<file path="src/shared/autosleep_params.svh">
// Constants for the auto sleep and boot status block
`ifndef AUTOSLEEP_PARAMS_SVH
`define AUTOSLEEP_PARAMS_SVH

// Clock rate in MHz (4 ns period)
`define CLK_MHZ            250
// Boot sequence length in microseconds
`define BOOT_TIME_US       20
// First boot pulse time in microseconds
`define BOOT_PULSE_A_US    60
// Second boot pulse time in milliseconds
`define BOOT_PULSE_B_MS    1
// Derived cycle counts (whole microseconds give whole cycles)
`define BOOT_CYC           (`BOOT_TIME_US * `CLK_MHZ)
`define PULSE_A_CYC        (`BOOT_PULSE_A_US * `CLK_MHZ)
`define PULSE_B_CYC        (`BOOT_PULSE_B_MS * 1000 * `CLK_MHZ)
// Width of the boot and pulse counters
`define CNT_W              24

// Register offsets
`define OFS_EVENT_STATUS   8'h00
`define OFS_SYSTEM_MODE_STATUS       8'h0b
`define OFS_INACT_LOW      8'h0c
`define OFS_INACT_HIGH     8'h0d
`define OFS_EVENT_ENABLE   8'h0e
`define OFS_PIN_ROUTE      8'h0f
`define OFS_SENS_CFG_TWO   8'h10
`define OFS_SENS_CFG_FOUR  8'h11

// Field positions
`define BIT_BOOT_DONE      0
`define BIT_TRANS          1
`define BIT_MODE_SLEEP     0
`define BIT_LAST_TO_SLEEP  1
`define EN_BOOT_BIT        0
`define EN_INACT_BIT       1
`define ROUTE_BOOT_BIT     0
`define POL_BIT            0
`define OD_BIT             1
`define SLEEP_POWER_SETTING_POS       2
`define WAKE_POWER_SETTING_POS        4
`define PM_W               2

// Reset values
`define INT_EN_RST         8'h01
`define CFG4_RST           8'h01
`define BYTE_ZERO          8'h00
`define COUNT_ZERO         16'h0000

`endif

</file>
<file path="src/shared/autosleep_pkg.sv">
// Types for the auto sleep and boot status block
`include "autosleep_params.svh"
package autosleep_pkg;

    typedef enum logic {MODE_WAKE, MODE_SLEEP} system_mode_status_type;
    typedef enum logic {BT_RUN, BT_DONE} boot_state_type;
    typedef enum logic {PG_IDLE, PG_ACTIVE} pulse_state_type;

    // Whole state of the status core
    typedef struct packed {
        boot_state_type     boot_st;
        logic [`CNT_W-1:0]  boot_cnt;
        system_mode_status_type       mode;
        logic               last_to_sleep;
        logic               trans_flag;
        logic [15:0]        idle_cnt;
        logic [7:0]         cnt_lo;
        logic [7:0]         cnt_hi;
        logic [7:0]         int_en;
        logic [7:0]         route;
        logic [7:0]         cfg2;
        logic [7:0]         cfg4;
        logic               strap_s1;
        logic               strap_s2;
        logic               strap_hi;
        logic               pulse_req;
        logic [7:0]         rdata;
        logic               ack;
        logic               err;
        logic [`PM_W-1:0]   pm_out;
        logic               a_out;
        logic               a_oe_n;
        logic               b_out;
        logic               b_oe_n;
    } core_state_type;

    // Whole state of the pulse timer
    typedef struct packed {
        pulse_state_type    st;
        logic [`CNT_W-1:0]  cnt;
        logic               long_sel;
    } pulse_gen_state_type;

endpackage

</file>
<file path="src/shared/pulse_if.sv">
// Link between the status core and the boot pulse timer
`timescale 1ns/100ps
`default_nettype none
interface pulse_if;
    logic start;     // One-cycle request for a boot pulse
    logic long_sel;  // High selects the second, longer pulse time
    logic active;    // High while the pulse runs
    modport ctrl (output start, output long_sel, input active);
    modport gen  (input start, input long_sel, output active);
endinterface
`default_nettype wire

</file>
<file path="src/design/autosleep_and_boot_status.sv">
// Auto wake/sleep and boot-complete status logic with boot pulse pins
//
// Overview of operation
// Mode change sets the transition flag bit 1
// Idle for inactivity count periods enters sleep
// Any configured event in sleep returns wake
// Reading system mode status clears transition flag
// Feature needs count at least one, enable
// Boot completion sets boot-done flag bit 0
// Boot flag holds until reset or hibernate exit
// Strap low: boot pulse on routed pin
// Strap low, enabled: one pulse, first time; code pulses again after every soft reset and hibernate exit
// Strap high: second pin, open-drain low pulse
// Boot pulse active high after power-on, hibernate
// Soft reset keeps polarity, drive, routing settings
// Register access rejected until boot completes
// Transition coinciding with clearing read stays set
`timescale 1ns/100ps
`default_nettype none
`include "autosleep_params.svh"
module autosleep_and_boot_status
    import autosleep_pkg::*;
#(
    parameter int unsigned BOOT_CYC    = `BOOT_CYC,
    parameter int unsigned PULSE_A_CYC = `PULSE_A_CYC,
    parameter int unsigned PULSE_B_CYC = `PULSE_B_CYC
) (
    // Clock and power-on reset
    input  wire logic       mclk_i,
    input  wire logic       rstn_i,
    // Other reset events, one-cycle pulses
    input  wire logic       soft_reset_i,
    input  wire logic       hibernate_exit_i,
    // Boot strap pin
    input  wire logic       boot_strap_select_i,
    // Activity sources on this clock
    input  wire logic       config_event_i,
    input  wire logic       odr_tick_i,
    // Register port
    input  wire logic       reg_rd_i,
    input  wire logic       reg_wr_i,
    input  wire logic [7:0] reg_addr_i,
    input  wire logic [7:0] reg_wdata_i,
    output logic      [7:0] reg_rdata_o,
    output logic            reg_ack_o,
    output logic            reg_err_o,
    // Operating mode
    output logic            sleep_mode_o,
    output logic [`PM_W-1:0] power_setting_o,
    // First event pin
    input  wire logic       event_out_a_i,
    output logic            event_out_a_o,
    output logic            event_out_a_oe_n_o,
    // Second event pin
    input  wire logic       event_out_b_i,
    output logic            event_out_b_o,
    output logic            event_out_b_oe_n_o
);
    localparam logic [`CNT_W-1:0] BOOT_LAST = `CNT_W'(BOOT_CYC - 1);

    // Value taken at power-on, soft reset and hibernate exit
    localparam core_state_type CORE_RST = '{
        boot_st: BT_RUN, boot_cnt: '0, mode: MODE_WAKE,
        last_to_sleep: 1'b0, trans_flag: 1'b0, idle_cnt: `COUNT_ZERO,
        cnt_lo: `BYTE_ZERO, cnt_hi: `BYTE_ZERO, int_en: `INT_EN_RST,
        route: `BYTE_ZERO, cfg2: `BYTE_ZERO, cfg4: `CFG4_RST,
        strap_s1: 1'b0, strap_s2: 1'b0, strap_hi: 1'b0, pulse_req: 1'b0,
        rdata: `BYTE_ZERO, ack: 1'b0, err: 1'b0, pm_out: '0,
        a_out: 1'b0, a_oe_n: 1'b1, b_out: 1'b0, b_oe_n: 1'b1};

    core_state_type q;           // Registered state
    core_state_type d;           // Next state
    logic           booted;      // Boot has completed
    logic [15:0]    limit;       // Programmed inactivity count
    logic           as_en;       // Auto wake/sleep running
    logic           mode_move;   // Mode changes this cycle
    logic           sys_rd;      // Accepted read of system mode status
    logic           any_rst;     // Soft reset or hibernate exit
    logic           pol;         // Active level of the boot pulse
    logic           od;          // Open-drain drive selected
    logic           act;         // Boot pulse running

    pulse_if pif ();             // Link to the pulse timer

    // Pulse timer, started once per boot
    boot_pulse_gen #(
        .PULSE_A_CYC (PULSE_A_CYC),
        .PULSE_B_CYC (PULSE_B_CYC)
    ) u_pulse (
        .mclk_i (mclk_i),
        .rstn_i (rstn_i),
        .pif    (pif)
    );

    assign pif.start    = q.pulse_req;
    assign pif.long_sel = q.strap_hi;

    // Next-state logic for boot, registers, auto sleep and pins
    always_comb begin
        d           = q;
        d.ack       = 1'b0;
        d.err       = 1'b0;
        d.pulse_req = 1'b0;
        // Strap pin passes two flops before use
        d.strap_s1  = boot_strap_select_i;
        d.strap_s2  = q.strap_s1;
        booted      = (q.boot_st == BT_DONE);
        limit       = {q.cnt_hi, q.cnt_lo};
        as_en       = booted && (limit != `COUNT_ZERO);
        mode_move   = 1'b0;
        sys_rd      = 1'b0;
        any_rst     = soft_reset_i | hibernate_exit_i;
        pol         = q.cfg4[`POL_BIT];
        od          = q.cfg4[`OD_BIT];
        act         = pif.active;

        // Boot sequencer
        case (q.boot_st)
            BT_RUN: begin
                if (q.boot_cnt == BOOT_LAST) begin
                    d.boot_st   = BT_DONE;
                    // Strap is sampled once, at boot completion
                    d.strap_hi  = q.strap_s2;
                    d.pulse_req = q.strap_s2 | q.int_en[`EN_BOOT_BIT];
                end else begin
                    d.boot_cnt = q.boot_cnt + 1'b1;
                end
            end
            BT_DONE: d.boot_st = BT_DONE;
            default: d.boot_st = BT_RUN;
        endcase

        // Register port; nothing is accepted before boot completes
        if (reg_rd_i | reg_wr_i) begin
            if (!booted) begin
                d.err = 1'b1;
            end else begin
                d.ack = 1'b1;
                if (reg_rd_i) begin
                    d.rdata = `BYTE_ZERO;
                    case (reg_addr_i)
                        `OFS_EVENT_STATUS: begin
                            d.rdata[`BIT_TRANS]     = q.trans_flag;
                            d.rdata[`BIT_BOOT_DONE] = 1'b1;
                        end
                        `OFS_SYSTEM_MODE_STATUS: begin
                            d.rdata[`BIT_MODE_SLEEP]    = (q.mode == MODE_SLEEP);
                            d.rdata[`BIT_LAST_TO_SLEEP] = q.last_to_sleep;
                            sys_rd = 1'b1;
                        end
                        `OFS_INACT_LOW:     d.rdata = q.cnt_lo;
                        `OFS_INACT_HIGH:    d.rdata = q.cnt_hi;
                        `OFS_EVENT_ENABLE:  d.rdata = q.int_en;
                        `OFS_PIN_ROUTE:     d.rdata = q.route;
                        `OFS_SENS_CFG_TWO:  d.rdata = q.cfg2;
                        `OFS_SENS_CFG_FOUR: d.rdata = q.cfg4;
                        // Unmapped offsets read as zero
                        default: d.rdata = `BYTE_ZERO;
                    endcase
                end
                if (reg_wr_i) begin
                    case (reg_addr_i)
                        `OFS_INACT_LOW:     d.cnt_lo = reg_wdata_i;
                        `OFS_INACT_HIGH:    d.cnt_hi = reg_wdata_i;
                        `OFS_EVENT_ENABLE:  d.int_en = reg_wdata_i;
                        `OFS_PIN_ROUTE:     d.route  = reg_wdata_i;
                        `OFS_SENS_CFG_TWO:  d.cfg2   = reg_wdata_i;
                        `OFS_SENS_CFG_FOUR: d.cfg4   = reg_wdata_i;
                        // Read-only and unmapped offsets ignore writes
                        default: d.cnt_lo = q.cnt_lo;
                    endcase
                end
            end
        end

        // Auto wake/sleep
        if (!as_en) begin
            // Feature off: stay awake, idle count held at zero
            d.idle_cnt = `COUNT_ZERO;
            if (q.mode == MODE_SLEEP) begin
                d.mode    = MODE_WAKE;
                mode_move = 1'b1;
            end
        end else begin
            case (q.mode)
                MODE_WAKE: begin
                    if (config_event_i) begin
                        d.idle_cnt = `COUNT_ZERO;
                    end else if (odr_tick_i) begin
                        if (q.idle_cnt >= limit - 16'h0001) begin
                            d.mode     = MODE_SLEEP;
                            d.idle_cnt = `COUNT_ZERO;
                            mode_move  = 1'b1;
                        end else begin
                            d.idle_cnt = q.idle_cnt + 16'h0001;
                        end
                    end
                end
                MODE_SLEEP: begin
                    if (config_event_i) begin
                        d.mode    = MODE_WAKE;
                        mode_move = 1'b1;
                    end
                end
                default: d.mode = MODE_WAKE;
            endcase
        end
        if (mode_move) begin
            d.last_to_sleep = (d.mode == MODE_SLEEP);
        end

        // Clear first, then set, so a coinciding transition is kept
        if (sys_rd) begin
            d.trans_flag = 1'b0;
        end
        if (mode_move && q.int_en[`EN_INACT_BIT]) begin
            d.trans_flag = 1'b1;
        end

        // Power setting follows the mode being entered
        d.pm_out = (d.mode == MODE_SLEEP) ? q.cfg2[`SLEEP_POWER_SETTING_POS +: `PM_W]
                                          : q.cfg2[`WAKE_POWER_SETTING_POS +: `PM_W];

        // Pin drive; both pins float until boot is done
        if (!booted) begin
            d.a_out  = 1'b0;
            d.a_oe_n = 1'b1;
            d.b_out  = 1'b0;
            d.b_oe_n = 1'b1;
        end else if (q.strap_hi) begin
            // Second pin pulls low only, a pull-up is needed outside
            d.a_out  = 1'b0;
            d.a_oe_n = 1'b1;
            d.b_out  = 1'b0;
            d.b_oe_n = !act;
        end else begin
            // Idle at the inactive level; open drain releases a high
            d.a_out  = (act && !q.route[`ROUTE_BOOT_BIT]) ? pol : !pol;
            d.b_out  = (act && q.route[`ROUTE_BOOT_BIT]) ? pol : !pol;
            d.a_oe_n = od & d.a_out;
            d.b_oe_n = od & d.b_out;
        end

        // Soft reset and hibernate exit restart the boot
        if (any_rst) begin
            d          = CORE_RST;
            d.strap_s1 = boot_strap_select_i;
            d.strap_s2 = q.strap_s1;
            d.a_out    = q.a_out;
            d.a_oe_n   = q.a_oe_n;
            d.b_out    = q.b_out;
            d.b_oe_n   = q.b_oe_n;
            // Only hibernate exit returns pin settings to defaults
            if (!hibernate_exit_i) begin
                d.cfg4[`POL_BIT] = q.cfg4[`POL_BIT];
                d.cfg4[`OD_BIT]  = q.cfg4[`OD_BIT];
                d.route          = q.route;
            end
        end
    end

    // State register; reset loads constants only
    always_ff @(posedge mclk_i or negedge rstn_i) begin
        if (!rstn_i) begin
            q <= CORE_RST;
        end else begin
            q <= d;
        end
    end

    // Outputs straight from flops
    assign reg_rdata_o        = q.rdata;
    assign reg_ack_o          = q.ack;
    assign reg_err_o          = q.err;
    assign sleep_mode_o       = (q.mode == MODE_SLEEP);
    assign power_setting_o    = q.pm_out;
    assign event_out_a_o      = q.a_out;
    assign event_out_a_oe_n_o = q.a_oe_n;
    assign event_out_b_o      = q.b_out;
    assign event_out_b_oe_n_o = q.b_oe_n;
endmodule // autosleep_and_boot_status
`default_nettype wire

</file>
<file path="src/design/boot_pulse_gen.sv">
// Timer that shapes the single boot pulse
`timescale 1ns/100ps
`default_nettype none
`include "autosleep_params.svh"
module boot_pulse_gen
    import autosleep_pkg::*;
#(
    parameter int unsigned PULSE_A_CYC = `PULSE_A_CYC,
    parameter int unsigned PULSE_B_CYC = `PULSE_B_CYC
) (
    // Clock and reset
    input  wire logic mclk_i,
    input  wire logic rstn_i,
    // Pulse request and status
    pulse_if.gen      pif
);
    localparam logic [`CNT_W-1:0] LAST_A = `CNT_W'(PULSE_A_CYC - 1);
    localparam logic [`CNT_W-1:0] LAST_B = `CNT_W'(PULSE_B_CYC - 1);

    pulse_gen_state_type q;       // Registered state
    pulse_gen_state_type d;       // Next state
    logic [`CNT_W-1:0]   last;    // Final count of the running pulse

    // Pulse length follows the selection latched at start
    always_comb begin
        d    = q;
        last = q.long_sel ? LAST_B : LAST_A;
        case (q.st)
            PG_IDLE: begin
                // A request while busy is ignored, so one pulse per start
                if (pif.start) begin
                    d.st       = PG_ACTIVE;
                    d.cnt      = '0;
                    d.long_sel = pif.long_sel;
                end
            end
            PG_ACTIVE: begin
                if (q.cnt == last) begin
                    d.st = PG_IDLE;
                end else begin
                    d.cnt = q.cnt + 1'b1;
                end
            end
            default: d.st = PG_IDLE;
        endcase
    end

    // State register
    always_ff @(posedge mclk_i or negedge rstn_i) begin
        if (!rstn_i) begin
            q <= '{st: PG_IDLE, cnt: '0, long_sel: 1'b0};
        end else begin
            q <= d;
        end
    end

    assign pif.active = (q.st == PG_ACTIVE);
endmodule // boot_pulse_gen
`default_nettype wire

</file>
<file path="config.mk">
export PLATFORM = sky130hd
export DESIGN_NAME = autosleep_and_boot_status
export DESIGN_NICKNAME = d
export VERILOG_FILES = /design/src/shared/autosleep_pkg.sv /design/src/shared/pulse_if.sv /design/src/design/autosleep_and_boot_status.sv /design/src/design/boot_pulse_gen.sv
export VERILOG_INCLUDE_DIRS = /design/src /design/src/shared
export SDC_FILE = /design/constraint.sdc
export NUM_CORES = 1
export LEC_CHECK = 0
export BUFFER_PORTS_ARGS = -buffer_cell sky130_fd_sc_hd__buf_2
export CORE_MARGIN = 8
export CORE_UTILIZATION = 55
export DETAILED_ROUTE_END_ITERATION = 10
export HOLD_SLACK_MARGIN = 0.03
export PLACE_DENSITY = 0.73
export SYNTH_ARGS = -nofsm -noshare
export SYNTH_HDL_FRONTEND = slang
export SYNTH_SLANG_ARGS = --single-unit
</file>
<file path="constraint.sdc">
create_clock -name mclk_i -period 5.1 [get_ports mclk_i]
set_input_delay 1.02 -clock mclk_i [delete_from_list [all_inputs] [get_ports mclk_i]]
set_output_delay 1.02 -clock mclk_i [all_outputs]
set_load 0.05 [all_outputs]
</file>
# [Yosys cells after proc, flatten, opt, wreduce, memory -nomap -nowiden]
# Index checks and enable logic that the tools add are counted.
[word_totals] register_bits=138 input_bits=27 output_inout_bits=17 wordCells=148
[classes] addsub=4 n_lt_le_gt_ge=1 n_eq_ne=16 mux=56 bitwise=8 n_reduce_logical=35
[ops] op="$mux 48" n=3
[ops] op="$mux 112" n=1
[ops] op="$mux 16" n=5
[ops] op="$mux 24" n=3
[ops] op="$mux 8" n=8
[ops] op="$pmux 25 s2" n=1
[ops] op="$add 24x1->24 const B" n=2
[ops] op="$eq 8x4->1 const B" n=5
[ops] op="$pmux 6 s6" n=1
[ops] op="$mux 26" n=1
[ops] op="$eq 24x13->1 const B" n=1
[ops] op="$eq 24x24->1" n=1
[ops] op="$reduce_bool 2->1" n=12
[ops] op="$mux 1" n=20
[ops] op="$reduce_and 4->1" n=5
[ops] op="$mux 18" n=1
[ops] op="$add 16x1->16 const B" n=1
[ops] op="$eq 8x5->1 const B" n=2
[ops] op="$ge 16x16->1" n=1
[ops] op="$pmux 2 s8" n=1
[ops] op="$reduce_bool 16->1" n=1
[ops] op="$sub 16x1->16 const B" n=1
[ops] op="$mux 10" n=1
[ops] op="$reduce_and 2->1" n=5
[ops] op="other kinds (17)" n=37

# [Longest topological paths before layout]
[depth] word_depth=10 mapped_depth=15 ltp_nobuf=13

# [By module]
# A second synthesis with hierarchy kept.
[hier_totals] cells_unflattened=800 hier_area_um2=7832.5
[by_module_without_submodules] module="autosleep_and_boot_status" instances=1 cells_per_inst=636 area_per_inst_um2=6276.0 seq_area_each_um2=2807.7
[by_module_without_submodules] module="boot_pulse_gen" instances=1 cells_per_inst=164 area_per_inst_um2=1556.5 seq_area_each_um2=650.6

# [Worst setup path after synthesis]
# Ideal clock, no wire load.
[synth_timing] path_kind="register -> register" start="register q (netlist bit limit[7])" end="register q[78] (netlist bit)" setup_ns=0.082 arrival_ns=3.299 required_ns=5.018 slack_ns=1.719 path_stages_with_launch=14 path_buffers=2 synth_period_minus_slack_ns=3.381 cell_sequence="dfrtp_1 -> or4_4 -> or4_1 -> nor3_1 -> xnor2_1 -> ha_1 -> a211o_1 -> o211ai_1 -> and3_1 -> and4_1 -> buf_2 -> buf_2 -> a31oi_1 -> o22ai_1"
[synth_via] elab_chain_cells=8 word_cells_on_any_way=13 classes_between="1 x add/sub; 1 x order compare; 2 x eq/ne; 6 x mux; 3 x reduce/logical"
[synth_lines] element="start, declared" line_no="autosleep_and_boot_status.sv:71" text="core_state_type q;"
[synth_lines] element="start signal, assigned" line_no="autosleep_and_boot_status.sv:265" text="q <= CORE_RST;"
[synth_lines] element="start signal, assigned" line_no="autosleep_and_boot_status.sv:267" text="q <= d;"
[synth_lines] element="$sub 16x1->16" line_no="autosleep_and_boot_status.sv:190" text="if (q.idle_cnt >= limit - 16'h0001) begin"
[synth_lines] element="$ge 16x16->1" line_no="autosleep_and_boot_status.sv:190"
[synth_lines] element="$mux 16" line_no="autosleep_and_boot_status.sv:190"
[synth_lines] element="$mux 16" line_no="autosleep_and_boot_status.sv:189" text="end else if (odr_tick_i) begin"
[synth_lines] element="$mux 16" line_no="autosleep_and_boot_status.sv:187" text="if (config_event_i) begin"
[synth_lines] element="$mux 16" line_no="autosleep_and_boot_status.sv:185" text="case (q.mode)"
[synth_lines] element="$mux 16" line_no="autosleep_and_boot_status.sv:177" text="if (!as_en) begin"
[synth_lines] element="$mux 112" line_no="autosleep_and_boot_status.sv:245" text="if (any_rst) begin"
# Several ways; a longest one is shown, not always the timed one. The select of a mux whose other input is x is not followed.
# A chain may end at the register's enable or synchronous reset.

# [Final worst setup path]
[layout_timing] start="register q (netlist bit limit[7])" end="register q[68] (netlist bit)"
# The elaborated chain is that of the path after synthesis.

==> impl.org <==
** Setup path
- Maximum fanout along the worst path :: 17
- The startpoint identified for the worst register-to-register timing path is limit[7].
- For the worst flop-to-flop path, the logic depth is 12.
- The worst setup path is launched from a register.
- Data arrival time of the worst path :: ~4400 ps
- Worst Setup End Kind :: register
- Start-to-end type of the worst setup path :: reg -> reg
- Worst path slowest cell :: sky130_fd_sc_hd__or4_4
- In this run the register-to-register setup slack is 1050 ps.
- Walking the worst path, the cells encountered are or4_4 -> or4_1 -> nor3_1 -> xnor2_1 -> ha_1 -> a211o_1 -> o211ai_1 -> and3_1 -> and4_1 -> buf_4 -> nand3b_1 -> o21ai_0.
- For this run, the slowest stage of the critical path takes 600 ps.
- Data on the critical path is required at its endpoint by between 5000 and 6000 ps.
- In this run the critical register-to-register path is captured at q[68].

** Die
- X dimension of the die :: 133 microns
- Height of the chip :: 133 microns
- After floorplanning, the core was divided into 42 placement rows.
- The floorplan step defined a die boundary enclosing 0.0176 sq mm.
- Pin placement for this block handled 44 I/O pins.
- Initial standard-cell utilization of the core :: a little under three fifths
- The total area inside the core boundary comes to about 0.013 sq mm.

** Yosys
- Mapped Avg Cell Area :: 9.62 sq um
- Yosys printed 0 warnings.
- Post-Synthesis Cells :: 777
- Most used flip-flop cell after synthesis :: sky130_fd_sc_hd__dfrtp_1
- The number of nets handed over by synthesis was between 800 and 900.
- In the synthesized netlist the async set-or-reset flop fraction comes to 100%.
- Synthesized cell area :: 0.00747 sq mm
- Of the synthesized area, sequential elements account for a little under half.
- Counting flops and latches in the post-synthesis netlist gives 138.
- Number of enable-type register cells in the synthesized netlist :: 0
- Number of distinct library cells after synthesis :: 63

** Placed design
- Number of port buffers :: just over 40
- The HPWL after detailed placement is 12100 microns.
- Gpl congestion :: 0.871

** Layout
- Final Net Count :: 850
- Area growth syn-to-layout :: 11.2%
- For this run, the share of the core covered by cells in the final layout is a little over three fifths.
- # fillers :: 1086
- The post-route netlist has ~14% of its cells at a drive strength greater than 1.
- Ant. Diodes :: 0

** Global route
- Wire length of the first global-routing pass :: between 30000 and 40000 microns
- The number of global-route vias before repair was 6188.
- Global routing consumed, over all layers together, 21.1% of the routing resources.
- Summed over all layers, the global routing overflow is 0.
- Initial antenna violation count :: 0
- Entering global routing, the biggest net connects around 110 pins.

** Detailed routing
- Detailed Routing Iterations Pass 1 :: 5
- Post-detailed-route via-to-cell ratio :: ~6
- In the routed design, unresolved DRC markers number 0.
- Remaining antenna violation count :: 0
- In the final routed layout, each cell accounts on average for between 15 and 20 microns.
- The detailed router finished its first iteration with 693 violations.
- The routed design has 17700 microns of wire.
- Routed via count :: 6083

** Timing
- Final sum of negative setup slack :: 0 ps
- Worst rel slew slack :: 18.4%
- Number of max-slew violations in the final report :: 0
- Final worst path period share :: 79.4%
- Final-report setup violation count :: 0
- Final hold vios :: 0
- Final critical path time including I/O delays and setup :: 4050 ps
- Actual transition at the worst max-transition pin :: about 1200 ps
- Setup repair after global routing left no endpoint under its margin.
- F_max :: 0.247 GHz
- On the final layout, the worst clock skew is 8.65 ps.
- Final hold analysis gives a worst-case slack of between 300 and 400 ps.

** CTS
- TritonCTS built the clock tree.
- Number of CTS-inserted buffers :: 17
- CTS Root Buffer Type :: sky130_fd_sc_hd__clkbuf_16
- Post-CTS Repair Setup Buffers :: 0
- Clock Tree Buf Depth :: 2
- Post-CTS Hold Fix Bufs :: 0
- Clock latency on the worst-skew pair, taken at its later pin, is 430 ps.
- CTS H-Tree Depth :: 4
- The clock net in this run drives a total of roughly 140 sinks.
- CTS clk-pin slew, worst paths :: 60 ps
- Count of instances resized after the clock tree is built :: 0

** Power and ir drop
- Maximum ir drop on the vdd rail :: 0.211 mV
- Power density over cell area :: 308 mW/mm^2
- In this run the static leakage power is 3.63 nW.

** Hold path
- Startpoint of the lowest-slack hold path :: q[19]
- The worst hold path terminates at q[18].
- Depth of the worst hold-timing path :: 0
- The path class of the tightest hold or removal check is reg -> reg.

** Run status
- Status :: completed

** Flow run
- Max-cap violations in this run came to 0.
-- critical path, delay by kind of cell (launching register included) --
family | cells | cell delay, ps
xor+xnor | 1 | 160
fa+ha+maj | 1 | 270
compound gates | 3 | 710
simple gates | 6 | 2110
buf+inv | 1 | 220
flops | 1 | 480
-- layout make-up --
cell class / instances / area (sq um) / share of cell area [%]
well taps: 176 / 220 / 2.65
clock inverters: 12 / 103 / 1.24
clock buffers: 20 / 447 / 5.38
flip-flops and latches: 138 / 3460 / 41.6
multi-input cells: 569 / 3700 / 44.6
inverters: 28 / 105 / 1.27
repair buffers: 49 / 272 / 3.27
-- power by group --
part           internal [mW]  switching (mW)
Clock                  0.678           0.471
Sequential              1.13          0.0442
Combinational         0.0882           0.141
Total                   1.90           0.656
-- layout by cell type (no fill, tap or decap), types with 8 or more instances in the layout --
master / count
sky130_fd_sc_hd__dfrtp_1: 134
sky130_fd_sc_hd__nand2_1: 86
sky130_fd_sc_hd__nor2_1: 71
sky130_fd_sc_hd__o21ai_0: 52
sky130_fd_sc_hd__buf_2: 40
sky130_fd_sc_hd__nand3_1: 33
sky130_fd_sc_hd__xor2_1: 30
sky130_fd_sc_hd__a21oi_1: 30
sky130_fd_sc_hd__inv_1: 28
sky130_fd_sc_hd__xnor2_1: 21
sky130_fd_sc_hd__nand4_1: 20
sky130_fd_sc_hd__ha_1: 20
sky130_fd_sc_hd__clkbuf_16: 17
sky130_fd_sc_hd__and3_1: 16
sky130_fd_sc_hd__a31oi_1: 16
sky130_fd_sc_hd__mux2i_1: 15
sky130_fd_sc_hd__mux2_2: 13
sky130_fd_sc_hd__nor3_1: 12
sky130_fd_sc_hd__o22ai_1: 12
sky130_fd_sc_hd__and2_1: 11
sky130_fd_sc_hd__and4_1: 11
sky130_fd_sc_hd__or3_1: 8
sky130_fd_sc_hd__buf_4: 8
-- cells by family after synthesis --
logic type	share of synthesized area [%]
buffers and inverters	4.17
xor gates and xnor gates	5.98
muxes	6.08
AOI/OAI and AO/OA	11.4
and+or+nand+nor	22.7
adders and majority gates	3.35
DFF	46.3
-- registers in the layout, summed over array words and instances, names as in the netlist, 2 cells and up --
register / cells
q: 74
u_pulse.q: 25
limit: 16
reg_rdata_o: 8
power_setting_o: 2
-- routing by layer --
metal	GRT usage (%)	wire length (microns)	vias up
li1	-	-	2845
met3	3.82	982	31
met4	9.09	369	0
met5	0	0	-
met2	33.5	8320	217
met1	27.7	8060	2990
-- cells in the mapped netlist, drive strengths merged, types with 3 or more instances --
cell / number / area [sq um]
and2: 11 / 68.8
nand2: 87 / 329
nand3b: 5 / 37.5
inv: 28 / 105
or2: 3 / 18.8
ha: 20 / 250
buf: 20 / 124
or4b: 3 / 33.8
nor4b: 4 / 41.3
and4: 11 / 96.3
a31oi: 16 / 100
nand3: 33 / 165
o21ai: 56 / 292
nand2b: 7 / 43.8
and3: 17 / 108
mux4: 7 / 158
mux2: 13 / 146
nand4: 20 / 125
a222oi: 7 / 70.1
or3: 8 / 50.1
xor2: 30 / 263
dfrtp: 134 / 3350
o211ai: 5 / 37.5
nor2b: 4 / 25.0
a21oi: 30 / 150
nor4: 8 / 65.1
dfstp: 4 / 105
clkbuf: 22 / 82.6
mux2i: 15 / 150
nor3b: 4 / 35.0
xnor2: 21 / 184
nor2: 71 / 267
or4: 6 / 48.8
nor3: 13 / 70.1
o22ai: 12 / 75.1
-- metrics by stage --
| step | instance area (sq um) | worst slack, ps | cells | total power, mW |
|---|---|---|---|---|
| 5_1_grt | 8310 | 735 | 992 | 2.64 |
| 3_5_place_dp | 7760 | 1060 | 960 | 1.42 |
| 3_3_place_gp | 7760 | 1220 | 960 | 1.41 |
| 6_report | 8310 | 1050 | 992 | 2.56 |
| 2_1_floorplan | 7470 | 1720 | 777 | 1.34 |
| 4_1_cts | 8310 | 1070 | 992 | 2.57 |
-- worst max-delay path by stage --
stage / from / end / slack (ps)
after floorplan: limit[7] / q[78] / 1720
after global placement: limit[7] / q[70] / 1220
after detailed placement: limit[7] / q[68] / 1060
after CTS: limit[7] / q[68] / 1070
after global routing: limit[0] / q[68] / 740
final: limit[7] / q[68] / 1050
No activity file was read; power rests on OpenSTA's default activity.
